[config.mk]
export PLATFORM = sky130hd
export DESIGN_NAME = hbc_bridge
export DESIGN_NICKNAME = d
export VERILOG_FILES = /design/src/hdl/hbc_pkg.sv /design/src/hdl/hbc_bridge.sv /design/src/hdl/hbc_fifo.sv /design/src/hdl/hbc_timer.sv
export VERILOG_INCLUDE_DIRS = /design/src /design/src/hdl
export SDC_FILE = /design/constraint.sdc
export NUM_CORES = 1
export LEC_CHECK = 0
export BUFFER_PORTS_ARGS = -buffer_cell sky130_fd_sc_hd__buf_2
export CORE_MARGIN = 4
export CORE_UTILIZATION = 45
export CTS_CLUSTER_DIAMETER = 80
export CTS_CLUSTER_SIZE = 20
export DETAILED_ROUTE_END_ITERATION = 6
export MAX_ROUTING_LAYER = met4
export PLACE_DENSITY = 0.68
export SYNTH_ARGS = -nofsm -noshare
export SYNTH_HDL_FRONTEND = slang
export SYNTH_HIERARCHICAL = 1
export SYNTH_SLANG_ARGS = --single-unit
[constraint.sdc]
create_clock -name ref_clk_in -period 5.1 [get_ports ref_clk_in]
set_clock_uncertainty 0.2 [all_clocks]
set_input_delay 0.255 -clock ref_clk_in [delete_from_list [all_inputs] [get_ports ref_clk_in]]
set_output_delay 0.255 -clock ref_clk_in [all_outputs]
set_load 0.05 [all_outputs]
[src/hdl/hbc_cfg.svh]
// Purpose: Offsets, codes and timing constants of the host bridge
// Assumes: 10 MHz reference clock
// Notes:   Offsets are BAR0 byte offsets, bits 15-0 of the address
`ifndef HBC_CFG_SVH
`define HBC_CFG_SVH
`define HBC_BAR0 3'h0
`define HBC_OFF_SEL 16'h0208
`define HBC_OFF_STREAM 16'h0210
`define HBC_OFF_BB_ADDR 16'h0240
`define HBC_OFF_BB_WDATA 16'h0248
`define HBC_OFF_BB_RDATA 16'h0250
`define HBC_OFF_SET_WR 16'h0258
`define HBC_OFF_SET_RD 16'h0260
`define HBC_OFF_BB_CTRL 16'h0270
`define HBC_SET_WR_LO 16'hDF00
`define HBC_SET_RD_HI 8'hDF
`define HBC_SEL_NONE 5'h10
`define HBC_SEL_A 5'h11
`define HBC_SEL_B 5'h12
`define HBC_WORD_NORESP 32'hBBBBBBBB
`define HBC_WORD_USB 32'h01234567
`define HBC_WORD_UNCLAIMED 32'hFFFFFFFF
`define HBC_CLK_NS 100
`define HBC_TIMEOUT_NS 100000
`define HBC_TIMEOUT_CYC (`HBC_TIMEOUT_NS / `HBC_CLK_NS)
`endif

[src/hdl/hbc_pkg.sv]
// Purpose: Types shared by the host bridge files
// Assumes: Nothing
// Notes:   Carriers are packed structs
package hbc_pkg;
   typedef struct packed {
      logic write;
      logic [2:0] bar;
      logic [23:0] addr;
      logic [31:0] wdata;
   } hbc_req_t;
   typedef struct packed {
      logic write;
      logic [31:0] addr;
      logic [31:0] wdata;
   } hbc_bb_req_t;
   typedef struct packed {
      logic [15:0] addr;
      logic [7:0] data;
   } hbc_set_wr_t;
   typedef enum logic [2:0] {S_IDLE, S_USER, S_USER_RD, S_BB, S_CFG_RD} hbc_state_t;
endpackage

[src/hdl/hbc_bridge.sv]
// Purpose: BAR0 register bridge to settings, board bus and FPGA loading
// Assumes: One target request at a time; inputs synchronous to ref_clk_in
// Notes:   BAR1-5 requests are passed on to the first user FPGA
`timescale 1ns/1ns
`include "hbc_cfg.svh"
module hbc_bridge #(
   parameter int TMO_W = 16
) (
   input wire logic ref_clk_in,
   input wire logic reset_n_in,
   input wire logic bridge_configured_in,
   input wire logic req_valid_in,
   input wire hbc_pkg::hbc_req_t req_in,
   output logic req_accept_out,
   output logic rsp_valid_out,
   output logic [31:0] rsp_data_out,
   output logic user_req_valid_out,
   output hbc_pkg::hbc_req_t user_req_out,
   input wire logic user_accept_in,
   input wire logic user_rsp_valid_in,
   input wire logic [31:0] user_rsp_data_in,
   output logic set_wr_valid_out,
   output hbc_pkg::hbc_set_wr_t set_wr_out,
   output logic set_rd_strobe_out,
   output logic [15:0] set_rd_addr_out,
   input wire logic [7:0] set_rd_data_in,
   output logic bb_req_valid_out,
   output hbc_pkg::hbc_bb_req_t bb_req_out,
   input wire logic bb_ack_in,
   input wire logic [31:0] bb_rdata_in,
   input wire logic bb_usb_busy_in,
   output logic [1:0] fpga_program_clear_n_out,
   input wire logic [1:0] fpga_init_ready_n_in,
   input wire logic [1:0] fpga_done_in,
   output logic [1:0] pcp_target_out,
   output logic pcp_valid_out,
   output logic [7:0] pcp_data_out,
   input wire logic pcp_ready_in
);
   import hbc_pkg::*;

   if (TMO_W < 10 || TMO_W > 32) begin : g_chk
      $error("hbc_bridge: TMO_W must hold the default timeout");
   end

   hbc_state_t state, next_state;
   hbc_req_t user_req, next_user_req;
   hbc_set_wr_t set_wr;
   logic [31:0] bb_addr, bb_wdata, rsp_data, next_rsp_data;
   logic addr_flag, data_flag, bb_op_write, next_bb_op_write;
   logic rsp_valid, next_rsp_valid, set_wr_valid, set_rd_strobe;
   logic [15:0] set_rd_addr;
   logic [4:0] sel_code, next_sel_code;
   logic prog_act, next_prog_act;
   logic [1:0] prog_n, target;
   logic [TMO_W-1:0] tmo_limit;
   logic tmo_expired, fifo_in_ready, fifo_out_valid;
   logic [7:0] fifo_out_data;

   // ----------------------------------------
   // Request decode
   // ----------------------------------------
   wire idle = state == S_IDLE;
   wire [15:0] off = req_in.addr[15:0];
   wire is_bar0 = req_in.bar == `HBC_BAR0;
   wire hit_sel = is_bar0 && off == `HBC_OFF_SEL;
   wire hit_stream = is_bar0 && off == `HBC_OFF_STREAM;
   wire hit_bbaddr = is_bar0 && off == `HBC_OFF_BB_ADDR;
   wire hit_bbwd = is_bar0 && off == `HBC_OFF_BB_WDATA;
   wire hit_bbrd = is_bar0 && off == `HBC_OFF_BB_RDATA;
   wire hit_cfgw = is_bar0 && off == `HBC_OFF_SET_WR;
   wire hit_cfgrd = is_bar0 && off == `HBC_OFF_SET_RD;
   wire hit_ctrl = is_bar0 && off == `HBC_OFF_BB_CTRL;
   wire stall = req_in.write && hit_stream && !fifo_in_ready;
   assign req_accept_out = req_valid_in && idle && !stall;
   wire wr = req_accept_out && req_in.write && bridge_configured_in;
   wire rd = req_accept_out && !req_in.write;
   wire rd_ok = rd && bridge_configured_in;
   wire [4:0] wcode = req_in.wdata[4:0];
   wire cfg_wr_ok = wr && hit_cfgw && req_in.wdata[31:16] >= `HBC_SET_WR_LO;
   wire go_user = req_accept_out && bridge_configured_in && !is_bar0;
   wire bb_addr_set = addr_flag || (wr && hit_bbaddr);
   wire bb_data_set = data_flag || (wr && hit_bbwd);
   wire launch_wr = wr && (hit_bbaddr || hit_bbwd) && bb_addr_set && bb_data_set;
   wire launch_rd = rd_ok && hit_bbrd && !bb_usb_busy_in;
   wire go_cfg_rd = rd_ok && hit_cfgrd;
   wire imm_rd = rd && !(launch_rd || go_user || go_cfg_rd);

   // ----------------------------------------
   // Selection status and immediate read word
   // ----------------------------------------
   wire sel_valid = sel_code == `HBC_SEL_A || sel_code == `HBC_SEL_B;
   wire sel_idx = sel_code == `HBC_SEL_B;
   wire init_sel = sel_valid ? fpga_init_ready_n_in[sel_idx] : 1'b1;
   wire done_sel = sel_valid && fpga_done_in[sel_idx];
   // Seven bits: init, done, code with program state in bit 3
   wire [31:0] sel_word = {25'h0, init_sel, done_sel, sel_code[4], prog_act,
      sel_code[2:0]};
   wire [31:0] imm_word = !bridge_configured_in ? `HBC_WORD_UNCLAIMED :
      hit_sel ? sel_word :
      hit_bbaddr ? bb_addr :
      hit_ctrl ? 32'(tmo_limit) :
      hit_bbrd ? `HBC_WORD_USB : 32'h0;

   // ----------------------------------------
   // Transaction sequencer
   // ----------------------------------------
   always_comb begin
      next_state = state;
      next_rsp_valid = 1'b0;
      next_rsp_data = rsp_data;
      next_user_req = user_req;
      next_bb_op_write = bb_op_write;
      case (state)
         S_IDLE: begin
            if (imm_rd) begin
               next_rsp_valid = 1'b1;
               next_rsp_data = imm_word;
            end
            if (go_user) begin
               next_state = S_USER;
               next_user_req = req_in;
            end else if (launch_wr || launch_rd) begin
               next_state = S_BB;
               next_bb_op_write = launch_wr;
            end else if (go_cfg_rd) begin
               next_state = S_CFG_RD;
            end
         end
         S_USER: begin
            if (user_accept_in) begin
               if (user_req.write) begin
                  next_state = S_IDLE;
               end else if (user_rsp_valid_in) begin
                  next_state = S_IDLE;
                  next_rsp_valid = 1'b1;
                  next_rsp_data = user_rsp_data_in;
               end else begin
                  next_state = S_USER_RD;
               end
            end
         end
         S_USER_RD: begin
            if (user_rsp_valid_in) begin
               next_state = S_IDLE;
               next_rsp_valid = 1'b1;
               next_rsp_data = user_rsp_data_in;
            end
         end
         S_BB: begin
            if (bb_ack_in || tmo_expired) begin
               next_state = S_IDLE;
               next_rsp_valid = !bb_op_write;
               next_rsp_data = bb_ack_in ? bb_rdata_in : `HBC_WORD_NORESP;
            end
         end
         S_CFG_RD: begin
            next_state = S_IDLE;
            next_rsp_valid = 1'b1;
            next_rsp_data = {24'h0, set_rd_data_in};
         end
         default: begin
            next_state = S_IDLE;
         end
      endcase
   end

   // ----------------------------------------
   // FPGA selection and program pins
   // ----------------------------------------
   always_comb begin
      next_sel_code = sel_code;
      next_prog_act = prog_act;
      if (wr && hit_sel) begin
         if (wcode == `HBC_SEL_NONE) begin
            next_sel_code = `HBC_SEL_NONE;
            next_prog_act = 1'b0;
         end else if (wcode == `HBC_SEL_A || wcode == `HBC_SEL_B) begin
            if (wcode == sel_code && prog_act) begin
               next_prog_act = 1'b0;
            end else begin
               next_sel_code = wcode;
               next_prog_act = 1'b1;
            end
         end
      end
   end

   wire [1:0] next_target = {next_sel_code == `HBC_SEL_B, next_sel_code == `HBC_SEL_A};

   always_ff @(posedge ref_clk_in or negedge reset_n_in) begin
      if (!reset_n_in) begin
         sel_code <= `HBC_SEL_NONE;
         prog_act <= 1'b0;
         target <= 2'h0;
         prog_n <= 2'h3;
      end else begin
         sel_code <= next_sel_code;
         prog_act <= next_prog_act;
         target <= next_target;
         prog_n <= ~(next_target & {2{next_prog_act}});
      end
   end

   // ----------------------------------------
   // Sequencer and response registers
   // ----------------------------------------
   always_ff @(posedge ref_clk_in or negedge reset_n_in) begin
      if (!reset_n_in) begin
         state <= S_IDLE;
         rsp_valid <= 1'b0;
         rsp_data <= 32'h0;
         user_req <= '0;
         bb_op_write <= 1'b0;
      end else begin
         state <= next_state;
         rsp_valid <= next_rsp_valid;
         rsp_data <= next_rsp_data;
         user_req <= next_user_req;
         bb_op_write <= next_bb_op_write;
      end
   end

   // ----------------------------------------
   // Board bus and setting registers
   // ----------------------------------------
   always_ff @(posedge ref_clk_in or negedge reset_n_in) begin
      if (!reset_n_in) begin
         addr_flag <= 1'b0;
         data_flag <= 1'b0;
         bb_addr <= 32'h0;
         bb_wdata <= 32'h0;
         tmo_limit <= TMO_W'(`HBC_TIMEOUT_CYC);
         set_wr_valid <= 1'b0;
         set_wr <= '0;
         set_rd_strobe <= 1'b0;
         set_rd_addr <= 16'h0;
      end else begin
         addr_flag <= !launch_wr && bb_addr_set;
         data_flag <= !launch_wr && bb_data_set;
         bb_addr <= (wr && hit_bbaddr) ? req_in.wdata : bb_addr;
         bb_wdata <= (wr && hit_bbwd) ? req_in.wdata : bb_wdata;
         tmo_limit <= (wr && hit_ctrl) ? req_in.wdata[TMO_W-1:0] : tmo_limit;
         set_wr_valid <= cfg_wr_ok;
         set_wr <= cfg_wr_ok ? {req_in.wdata[31:16], req_in.wdata[7:0]} : set_wr;
         set_rd_strobe <= go_cfg_rd;
         set_rd_addr <= go_cfg_rd ? {`HBC_SET_RD_HI, req_in.addr[23:16]} : set_rd_addr;
      end
   end

   // ----------------------------------------
   // Configuration stream path, board bus timer and outputs
   // ----------------------------------------
   hbc_fifo #(.W(8), .D(16)) u_fifo (
      .ref_clk_in(ref_clk_in),
      .reset_n_in(reset_n_in),
      .in_valid_in(wr && hit_stream),
      .in_ready_out(fifo_in_ready),
      .in_data_in(req_in.wdata[7:0]),
      .out_valid_out(fifo_out_valid),
      .out_ready_in(pcp_ready_in && sel_valid),
      .out_data_out(fifo_out_data)
   );

   hbc_timer #(.W(TMO_W)) u_tmo (
      .ref_clk_in(ref_clk_in),
      .reset_n_in(reset_n_in),
      .run_in(state == S_BB),
      .limit_in(tmo_limit),
      .expired_out(tmo_expired)
   );

   assign pcp_valid_out = fifo_out_valid && sel_valid;
   assign pcp_data_out = fifo_out_data;
   assign pcp_target_out = target;
   assign fpga_program_clear_n_out = prog_n;
   assign rsp_valid_out = rsp_valid;
   assign rsp_data_out = rsp_data;
   assign user_req_valid_out = state == S_USER;
   assign user_req_out = user_req;
   assign set_wr_valid_out = set_wr_valid;
   assign set_wr_out = set_wr;
   assign set_rd_strobe_out = set_rd_strobe;
   assign set_rd_addr_out = set_rd_addr;
   assign bb_req_valid_out = state == S_BB;
   assign bb_req_out = '{write: bb_op_write, addr: bb_addr, wdata: bb_wdata};
endmodule

[src/hdl/hbc_fifo.sv]
// Purpose: Flip-flop FIFO with valid/ready on both sides
// Assumes: Depth is a power of two
// Notes:   Read data comes straight from the storage flops
`timescale 1ns/1ns
module hbc_fifo #(
   parameter int W = 8,
   parameter int D = 16
) (
   input wire logic ref_clk_in,
   input wire logic reset_n_in,
   input wire logic in_valid_in,
   output logic in_ready_out,
   input wire logic [W-1:0] in_data_in,
   output logic out_valid_out,
   input wire logic out_ready_in,
   output logic [W-1:0] out_data_out
);
   localparam int AW = $clog2(D);
   if (D < 2 || (1 << AW) != D || W < 1) begin : g_chk
      $error("hbc_fifo: depth must be a power of two of at least 2");
   end
   logic [W-1:0] mem [D];
   logic [AW:0] wr_ptr, rd_ptr;
   wire push = in_valid_in && in_ready_out;
   wire pop = out_valid_out && out_ready_in;
   assign out_valid_out = wr_ptr != rd_ptr;
   assign in_ready_out = (wr_ptr ^ rd_ptr) != {1'b1, {AW{1'b0}}};
   assign out_data_out = mem[rd_ptr[AW-1:0]];
   always_ff @(posedge ref_clk_in or negedge reset_n_in) begin
      if (!reset_n_in) begin
         wr_ptr <= '0;
         rd_ptr <= '0;
      end else begin
         wr_ptr <= wr_ptr + (AW+1)'(push);
         rd_ptr <= rd_ptr + (AW+1)'(pop);
      end
   end
   always_ff @(posedge ref_clk_in) begin
      if (push) begin
         mem[wr_ptr[AW-1:0]] <= in_data_in;
      end
   end
endmodule

[src/hdl/hbc_timer.sv]
// Purpose: Wait counter that expires at a programmable limit
// Assumes: Limit is stable while running
// Notes:   Cleared whenever run is low
`timescale 1ns/1ns
module hbc_timer #(
   parameter int W = 16
) (
   input wire logic ref_clk_in,
   input wire logic reset_n_in,
   input wire logic run_in,
   input wire logic [W-1:0] limit_in,
   output logic expired_out
);
   logic [W-1:0] count;
   assign expired_out = run_in && count >= limit_in;
   always_ff @(posedge ref_clk_in or negedge reset_n_in) begin
      if (!reset_n_in) begin
         count <= '0;
      end else if (!run_in) begin
         count <= '0;
      end else if (!expired_out) begin
         count <= count + W'(1);
      end
   end
endmodule

==> results.py, run 1 <==
metrics = {
    "outcome": {
        "outcome": "complete, no violations",
    },
    "clocking": {
        "post_cts_resized": 0,
        "clock_latency_ps": 570,
        "cts_root_buf": "clkbuf_16",
        "clockBufferDepth": 3,
        "h-tree-depth": 1,
        "cts_tree": "yes",
        "cts_sinks": 378,
        "cts.clk_slew.worst_paths_ps": 90,
        "numCtsBuffers": 25,
    },
    "sta": {
        "slew_headroom_pct": 21.9,
        "fin_crit_ps": 4470,
        "worst_pin_slew_ps": 1170,
        "fmax_mhz": 224,
        "setup_tns_ps": 0,
        "setup_violations": 0,
        "rsz0062_at_grt": "no",
        "hold_viol_final": 0,
        "fin_crit_sh_pct": 87.6,
        "slew_viol_final": 0,
    },
    "routing": {
        "drt-initial-drc-count": 1140,
        "postRouteAntennaNets": 0,
        "num_vias": 13000,
        "dr.pass1.iters": 5,
        "viasPerCell": 5.72,
        "routed_wirelength_um": 53200,
        "wire_per_inst_um": 23.5,
        "drc": 0,
    },
    "yosys": {
        "syn_inst": 1273,
        "synth_top_family_by_area": "multiplexers",
        "ys_async_sr_fraction_pct": 66.1,
        "synthMuxAreaShare_pct": 17.2,
        "synth_nets": 1439,
        "synth_top_cell_by_area": "dfrtp_1",
        "synth.distinct_cells": 92,
        "yosys_warnings": 6,
        "ys_seq_area_share_pct": 58.8,
        "synth_area_sq_um": 17200,
        "synth_simple_gate_area_share_pct": 7.99,
        "yosys-top-cells-area": "dfrtp_1 35%, edfxtp_1 22%, mux2_2 14%, mux4_2 2.1%, a21oi_1 1.7%",
        "synth_fa_ha_area_share_pct": 1.59,
        "avgSynthCellArea_sq_um": 13.5,
        "synth_edf_count": 128,
        "yosysTopAreaCellShare_pct": 35.1,
        "synthXorXnorAreaFrac_pct": 1.16,
        "synth_compound_area_share_pct": 9.85,
        "synth_flop_cell": "dfrtp_1",
        "ys_ff_latch": 378,
    },
    "worst_setup_path": {
        "worst-r2r-cell-count": 6,
        "cp.required_ps": 5090,
        "critPathMaxFanout": 17,
        "cp.arrival_ps": 4460,
        "start_kind": "input port",
        "timing.rr.end": "u_fifo/mem[5][2]",
        "end_kind": "register",
        "worstSetupStartpoint": "req_in[33]",
        "critical_path_class": "input port to register",
        "reg2reg_setup_slack_ps": 670,
        "worstReg2RegStart": "state[0]",
    },
    "layout": {
        "drive_gt1_share_pct": 39.9,
        "mostFrequentLayoutCell": "buf_2",
        "area_growth_pct": 24.7,
        "layout.nets": 1888,
        "final_cell_mix": "358 x buf_2, 240 x dfrtp_1, 210 x mux2_2",
    },
    "place": {
        "io_buffers": 359,
        "gp_congestion": 0.924,
        "hpwl_um": 37600,
    },
    "power": {
        "p_leak_nw": 9.34,
        "p_per_area_nw_per_um2": 381,
        "power_mw": 8.17,
        "peakVddDrop_v": 0.000357,
    },
    "floorplan": {
        "start_util_pct": 45.6,
        "core_sq_um": 37700,
        "dieWidth_um": 203,
        "rows": 71,
        "die-height_um": 203,
        "io_pins": 361,
        "dieArea_sq_um": 41400,
    },
    "global_route": {
        "grt_pass1_wl_um": 80300,
        "grt_pass1_vias": 13400,
        "track_usage_pct": 25.7,
        "global_route.overflow_total": 0,
        "grt_max_degree": 102,
        "antenna_found_initial": 13,
    },
    "min_path": {
        "worstHoldStart": "req_in[1]",
        "holdPathEnd": "u_fifo/mem[10][1]",
        "hold_path.class": "input port to register",
        "hold_path_depth": 2,
    },
    "job": {
        "maxCapViolations": 0,
    },
}
## power breakdown
group	leakage, nW	internal, mW	switching, mW	total, mW
sequential	4.39	3.43	0.162	3.60
clock	0.389	1.03	1.09	2.12
combinational	4.56	0.717	1.74	2.45
total	9.34	5.18	2.99	8.17
## synthesized netlist by cell type (7+ instances only)
library cell	instances
clkbuf_1	36
xor2_1	13
nand2_1	56
mux2_2	210
a221o_1	13
nor2_1	50
buf_2	18
dfstp_2	9
o21ai_0	51
nor2b_1	8
edfxtp_1	128
xnor2_1	8
o31ai_1	10
or4_1	10
or3_1	7
ha_1	21
nor3_1	16
a21oi_1	59
mux2i_1	17
nand2b_1	16
dfrtp_1	241
o221ai_1	14
buf_6	7
a22oi_1	8
buf_4	12
a2111oi_1	10
nand4_1	12
nand3_1	25
mux4_2	16
o22ai_1	18
inv_1	33
and2_1	8
## cell type report
type	instances	area (sq um)
well taps	511	639
fillers	3136	16200
diodes	13	32.5
inverters	33	124
clock inverters	9	114
multi-input cells	781	6530
repair buffers	503	3190
flip-flops and latches	378	10100
clock buffers	36	697
## through the flow
step	hold slack, ps	instance area, sq um	instances	setup slack, ps	util (%)
6_report	17.5	21400	2264	632	56.9
3_5_place_dp	134	19400	2090	729	51.6
5_1_grt	8.85	21400	2264	397	56.9
2_1_floorplan	-241	17200	1273	1090	-
4_1_cts	2.95	21400	2251	749	56.8
3_3_place_gp	129	19400	2090	937	51.6
## flip-flops by register name, summed over array words and instances, names as in the netlist, 3 cells and up
register         count
bb_addr             32
tmo_limit           16
u_fifo/rd_ptr        5
state                3
rsp_data_out        32
u_fifo/mem         128
user_req_out        60
u_tmo/count         16
u_fifo/wr_ptr        5
set_rd_addr_out      9
sel_code             5
bb_wdata            32
set_wr_out          24
## kinds of logic after synthesis
kind of cell	Yosys count
muxes	248
DFF	378
buffers and inverters	114
other	1
AOI/OAI and AO/OA	240
and+or+nand+nor	248
xor gates and xnor gates	22
adders and majority gates	22
## critical path, stage by stage
cell	delay [ps]
dlygate4sd3_1	580
buf_2	150
nor4b_2	590
nand4_1	510
or4_4	690
nor3_1	240
inv_1	400
a2111oi_2	1030
## timing repair
action                    4_1_cts  5_1_grt
hold buffers                  116        0
setup buffers                   0        0
hold endpoints to repair      304        0
## worst max path at each step
| stage | end | slack, ps | cells after the start |
|---|---|---|---|
| floorplan | u_fifo/mem[4][0] | 1090 | 10 |
| global placement | u_fifo/mem[5][2] | 940 | 6 |
| detailed placement | u_fifo/mem[5][0] | 730 | 7 |
| CTS | u_fifo/mem[5][2] | 750 | 6 |
| global route | u_fifo/mem[5][4] | 400 | 8 |
| finish | u_fifo/mem[5][2] | 630 | 8 |
## metal layers
metal | wire length (um) | up-vias | GRT usage, %
li1 | - | 5713 | -
met1 | 20900 | 6471 | 32.1
met2 | 25700 | 642 | 41.5
met3 | 4380 | 128 | 5.79
met4 | 2140 | 0 | 9.66
met5 | 0 | - | -
Note: power is estimated with default switching activity, not from simulation.
==> run 2, diff against run 1 <==
--- a/config.mk
+++ b/config.mk
@@ -16,5 +16,4 @@
 export PLACE_DENSITY = 0.68
 export SYNTH_ARGS = -nofsm -noshare
 export SYNTH_HDL_FRONTEND = slang
-export SYNTH_HIERARCHICAL = 1
 export SYNTH_SLANG_ARGS = --single-unit
==> run 2 against run 1 <==
Net effect:
- synthesized cell count fell by 0.86%
- cell area fell by 1.4%
- global-route usage fell by 0.47 points
- via count fell by 3.9%
- maximum frequency rose by 13%
- non-clock buffer count fell by 20
- cell count fell by 1.6%
- sequential cell count did not move
- hold slack improved by 2.3 ps
- sequential share of layout area rose by 0.69 points
- wire length fell by 4.0%
- critical endpoint is now rsp_data_out[10]
==> results.py, run 2 <==
metrics = {
    "sta": {
        "rsz0062_at_grt": "no",
        "setup_violations": 0,
        "worst_slack_ps": 1130,
        "setup_tns_ps": 0,
        "fin_crit_sh_pct": 77.9,
        "fin_crit_ps": 3970,
        "hold_viol_final": 0,
        "slew_viol_final": 0,
        "worst_pin_slew_ps": 1260,
        "slew_headroom_pct": 15.3,
        "fmax_mhz": 252,
    },
    "place": {
        "hpwl_um": 35900,
        "gp_congestion": 0.928,
        "io_buffers": 359,
        "place_ws_ps": 1190,
        "place_inst": 2071,
    },
    "worst_setup_path": {
        "worstReg2RegStart": "u_tmo.count[2]",
        "critical_path_class": "register to register",
        "worstSetupStartpoint": "u_tmo.count[2]",
        "worst-r2r-cell-count": 8,
        "cp.required_ps": 5360,
        "cp.arrival_ps": 4230,
        "end_kind": "register",
        "start_kind": "register",
        "critPathMaxFanout": 32,
    },
    "yosys": {
        "syn_inst": 1262,
        "ys_async_sr_fraction_pct": 66.1,
        "yosysTopAreaCellShare_pct": 35.6,
        "avgSynthCellArea_sq_um": 13.4,
        "yosys-top-cells-count": "241 x dfrtp_1, 141 x mux2_2, 128 x edfxtp_1",
        "synth_area_sq_um": 16900,
        "yosys_warnings": 0,
        "ys_ff_latch": 378,
        "synth.distinct_cells": 76,
        "yosysMostFrequentCell": "dfrtp_1",
        "synth_nets": 1428,
        "synth_edf_count": 128,
        "synth_top_cell_by_area": "dfrtp_1",
        "synth_flop_cell": "dfrtp_1",
        "yosys-top-cells-area": "dfrtp_1 36%, edfxtp_1 23%, mux2_2 9.4%, mux4_2 5.3%, mux2_4 2.7%",
        "ys_seq_area_share_pct": 59.7,
    },
    "min_path": {
        "hold_path.class": "input port to register",
        "hold_path_depth": 5,
        "worstHoldStart": "bb_rdata_in[21]",
    },
    "layout": {
        "area_growth_pct": 24.8,
        "mostFrequentLayoutCell": "buf_2",
        "final_cell_mix": "358 x buf_2, 240 x dfrtp_1, 141 x mux2_2",
        "fill_cells": 3056,
        "finalNonFillerCells": 2228,
        "largest_reg_flops": 128,
        "drive_gt1_share_pct": 38.7,
        "final_util_pct": 57.3,
        "layout.nets": 1866,
    },
    "clocking": {
        "cts.clk_slew.worst_paths_ps": 90,
        "clockBufferDepth": 3,
        "h-tree-depth": 1,
        "cts_root_buf": "clkbuf_16",
        "cts_sinks": 378,
        "numCtsBuffers": 27,
        "cts_tree": "yes",
        "postCtsSetupBuffers": 0,
        "holdBufCountCts": 104,
        "clock_latency_ps": 570,
        "post_cts_resized": 0,
    },
    "power": {
        "switching_share_pct": 39.6,
        "power_mw": 9.49,
        "seqPwrFrac_pct": 39.7,
        "pwr-share-comb_pct": 37.3,
        "p_per_area_nw_per_um2": 449,
        "p_sw_mw": 3.76,
        "clkPwrFrac_pct": 23.0,
        "p_leak_nw": 9.46,
        "peakVddDrop_v": 0.000421,
        "p_int_mw": 5.73,
    },
    "routing": {
        "dr.pass1.iters": 6,
        "routed_wirelength_um": 51000,
        "wire_per_inst_um": 22.9,
        "num_vias": 12400,
        "drt-initial-drc-count": 853,
        "drc": 0,
        "postRouteAntennaNets": 0,
        "viasPerCell": 5.59,
    },
    "global_route": {
        "antenna_found_initial": 4,
        "grt_pass1_wl_um": 78200,
        "grt_pass1_vias": 12900,
        "global_route.overflow_total": 0,
        "grt_max_degree": 114,
        "track_usage_pct": 25.3,
    },
    "outcome": {
        "outcome": "complete, no violations",
    },
    "job": {
        "maxCapViolations": 0,
    },
    "floorplan": {
        "rows": 70,
        "start_util_pct": 45.9,
        "dieWidth_um": 202,
        "die-height_um": 202,
        "io_pins": 361,
        "dieArea_sq_um": 40800,
        "core_sq_um": 36900,
    },
}
-- run 2: cell families (layout without fill, tap and decap cells) --
kind of cell | count (synthesis) | after routing | synth area share, %
mux | 212 | 212 | 17.4
fa+ha+maj | 22 | 22 | 1.61
xor+xnor | 20 | 20 | 1.08
simple gates | 317 | 317 | 9.96
flops | 378 | 378 | 59.7
buf+inv | 119 | 577 | 3.08
compound gates | 193 | 193 | 7.09
other cells | 1 | 5 | 0.0222
-- run 2: final timing paths --
check / endpoint / slack (ps)
hold / removal: rsp_data_out[21] / 20
min in group asynchronous: set_rd_addr_out[3] / 110
setup reg to reg: rsp_data_out[10] / 1130
hold reg to reg: set_wr_out[7] / 270
max in group asynchronous: bb_wdata[21] / 3190
setup / recovery: rsp_data_out[10] / 1130
-- run 2: critical path, cell delays in order (launching register included) --
cell and delay [ps]:
dfrtp_1 480, ha_1 340, nand2_1 50, o21ai_0 200
a31oi_1 200, o21ai_1 690, buf_4 300, o311a_2 950
mux2_2 420
-- run 2: area by class of cell --
cell class,count,area (sq um),area share (%)
repair buffers,483,3020,14.3
multi-input cells,765,6330,30.0
diodes,4,10.0,0.0474
clock inverters,11,125,0.592
inverters,45,169,0.800
clock buffers,38,728,3.45
flip-flops and latches,378,10100,47.9
well taps,504,631,2.98
-- run 2: stage by stage --
| step | cell area [sq um] | hold slack [ps] |
|---|---|---|
| floorplan | 16900 | -241 |
| global placement | 19200 | 186 |
| detailed placement | 19200 | 182 |
| CTS | 21100 | 0.683 |
| global route | 21100 | 18.2 |
| finish | 21100 | 19.8 |
-- run 2: metal layers --
metal / share of wire [%] / GRT usage [%]
met4: 3.6 / 7.15
met1: 40 / 32.3
met2: 50 / 41.7
met5: 0 / -
met3: 7.1 / 4.75
-- run 2: power groups by stage --
stage	Sequential (mW)	Combinational [mW]	Clock, mW
global placement	3.81	3.35	0
finish	3.77	3.54	2.18
global route	3.82	3.69	2.33
detailed placement	3.82	3.39	0
floorplan	5.10	1.16	0
CTS	3.77	3.53	2.23
==> run 3, diff against run 2 <==
--- a/config.mk
+++ b/config.mk
@@ -13,7 +13,7 @@
 export CTS_CLUSTER_SIZE = 20
 export DETAILED_ROUTE_END_ITERATION = 6
 export MAX_ROUTING_LAYER = met4
-export PLACE_DENSITY = 0.68
+export PLACE_DENSITY = 0.7
 export SYNTH_ARGS = -nofsm -noshare
 export SYNTH_HDL_FRONTEND = slang
 export SYNTH_SLANG_ARGS = --single-unit
==> constraint.sdc (replaced) <==
create_clock -name ref_clk_in -period 3.2 [get_ports ref_clk_in]
set_clock_uncertainty 0.2 [all_clocks]
set_input_delay 0.16 -clock ref_clk_in [delete_from_list [all_inputs] [get_ports ref_clk_in]]
set_output_delay 0.16 -clock ref_clk_in [all_outputs]
set_load 0.05 [all_outputs]
==> run 3 against run 2 <==
Net effect:
- the flow now finishes with violations (hold timing)
- largest cell class unchanged
- register-to-register slack got worse by 890 ps
- die area did not move
- sequential cell count is the same
- wire length rose by 4.0%
- clock-buffer cell count fell by 3
- highest routed layer unchanged
==> results.py, run 3 (synthesis gave the netlist of run 2 again) <==
metrics = {
    "outcome": {
        "outcome": "finished with violations",
        "violations": "hold timing",
    },
    "floorplan": {
        "io_pins": 361,
        "start_util_pct": 45.9,
        "dieWidth_um": 202,
        "die-height_um": 202,
        "dieArea_sq_um": 40800,
        "rows": 70,
        "core_sq_um": 36900,
    },
    "power": {
        "power_mw": 15.0,
        "peakVddDrop_v": 0.000680,
        "p_leak_nw": 9.73,
        "p_per_area_nw_per_um2": 696,
    },
    "routing": {
        "num_vias": 12800,
        "postRouteAntennaNets": 0,
        "drc": 0,
        "dr.pass1.iters": 5,
        "wire_per_inst_um": 23.2,
        "viasPerCell": 5.61,
        "drt-initial-drc-count": 898,
        "routed_wirelength_um": 53100,
    },
    "sta": {
        "fin_crit_ps": 3030,
        "worst_pin_slew_ps": 1100,
        "rsz0062_at_grt": "no",
        "slew_headroom_pct": 26.0,
        "setup_violations": 0,
        "fin_crit_sh_pct": 94.7,
        "setup_tns_ps": 0,
        "fmax_mhz": 330,
        "worst_slack_ps": 170,
        "slew_viol_final": 0,
        "hold_viol_final": 13,
        "timing.hold.ws_ps": -26.8,
    },
    "global_route": {
        "grt.met1_usage_pct": 31.9,
        "grt_use_met2_pct": 43.3,
        "grt_max_degree": 91,
        "grt_busiest_layer": "met2",
        "use_met3_pct": 4.57,
        "global_route.overflow_total": 0,
        "track_usage_pct": 26.0,
        "grt_pass1_wl_um": 80200,
        "antenna_found_initial": 5,
        "grt_pass1_vias": 13500,
    },
    "clocking": {
        "clockBufferDepth": 3,
        "cts_root_buf": "clkbuf_16",
        "h-tree-depth": 1,
        "cts.clk_slew.worst_paths_ps": 80,
        "numCtsBuffers": 25,
        "cts_tree": "yes",
        "clock_latency_ps": 550,
        "cts_sinks": 378,
    },
    "layout": {
        "layout.nets": 1925,
        "area_growth_pct": 27.7,
        "drive_gt1_share_pct": 39.7,
        "final_util_pct": 58.6,
        "fill_cells": 2947,
        "final_cell_area_sq_um": 21600,
        "largest_reg_flops": 128,
        "final_cell_mix": "358 x buf_2, 240 x dfrtp_1, 141 x mux2_2",
        "register_area_sq_um": 10100,
        "multi_input_comb_area_sq_um": 6340,
        "mostFrequentLayoutCell": "buf_2",
        "finalNonFillerCells": 2283,
    },
    "min_path": {
        "hold_path.class": "input port to async pin",
    },
    "place": {
        "place_ws_ps": 308,
        "placedInstanceArea_sq_um": 19600,
        "io_buffers": 359,
        "place_inst": 2113,
        "gp_congestion": 0.946,
        "hpwl_um": 37600,
    },
    "worst_setup_path": {
        "cp_slowest_cell": "dlygate4sd3_1",
        "end_kind": "register",
        "start_kind": "input port",
        "critical_path_class": "input port to register",
        "critPathMaxFanout": 8,
        "cp.arrival_ps": 3330,
        "cp.required_ps": 3500,
        "worstPathCellList": "dlygate4sd3_1 -> buf_2 -> nor4b_2 -> nand4_4 -> buf_4 -> or2_4 -> o21ai_0 -> a221o_1 -> dlygate4sd3_1 -> mux2_4",
        "cpPeakStageDelay_ps": 560,
        "crit_top_cell": "dlygate4sd3_1",
    },
    "job": {
        "maxCapViolations": 0,
    },
}
==> run 3: layout make-up <==
cell class | count | share of cell area (%)
flip-flops and latches | 378 | 46.8
multi-input cells | 765 | 29.3
repair buffers | 544 | 16.5
clock buffers | 35 | 3.27
well taps | 504 | 2.92
inverters | 45 | 0.782
clock inverters | 7 | 0.318
diodes | 5 | 0.0579
==> run 3: final timing paths <==
path	from	endpoint	slack, ps	cells past startpoint
worst max-delay path	req_in[39]	rsp_data_out[16]	170	10
worst min-delay path	reset_n_in	user_req_out[53]	-30	2
worst max register to register	state[0]	u_fifo.mem[4][7]	240	6
worst min register to register	set_wr_out[2]	set_wr_out[2]	270	2
max in group asynchronous	reset_n_in	tmo_limit[8]	1860	3
min in group ref_clk_in	user_rsp_data_in[30]	rsp_data_out[30]	0	6
==> run 3: what timing repair did <==
action                     4_1_cts  5_1_grt
setup endpoints to repair        0        2
hold buffers                   121        0
setup buffers                    0        2
resized for setup                0        1
hold endpoints to repair       452        0
==> run 3: per-layer routing <==
metal / vias to the layer above / part of all wire, %
met1: 6481 / 39
met5: - / 0
li1: 5623 / -
met3: 127 / 6.5
met2: 570 / 50
met4: 0 / 4.4
==> run 3: critical path, delay by kind of cell <==
family          cells  cell delay, ps
compound gates      2             620
simple gates        3             940
mux                 1             140
buf+inv             4            1480
==> run 3: report_power, final <==
part | leakage [nW] | switching [mW] | internal (mW)
clock network | 0.365 | 1.71 | 1.57
logic | 4.99 | 3.83 | 1.92
registers | 4.38 | 0.389 | 5.62
total | 9.73 | 5.93 | 9.11
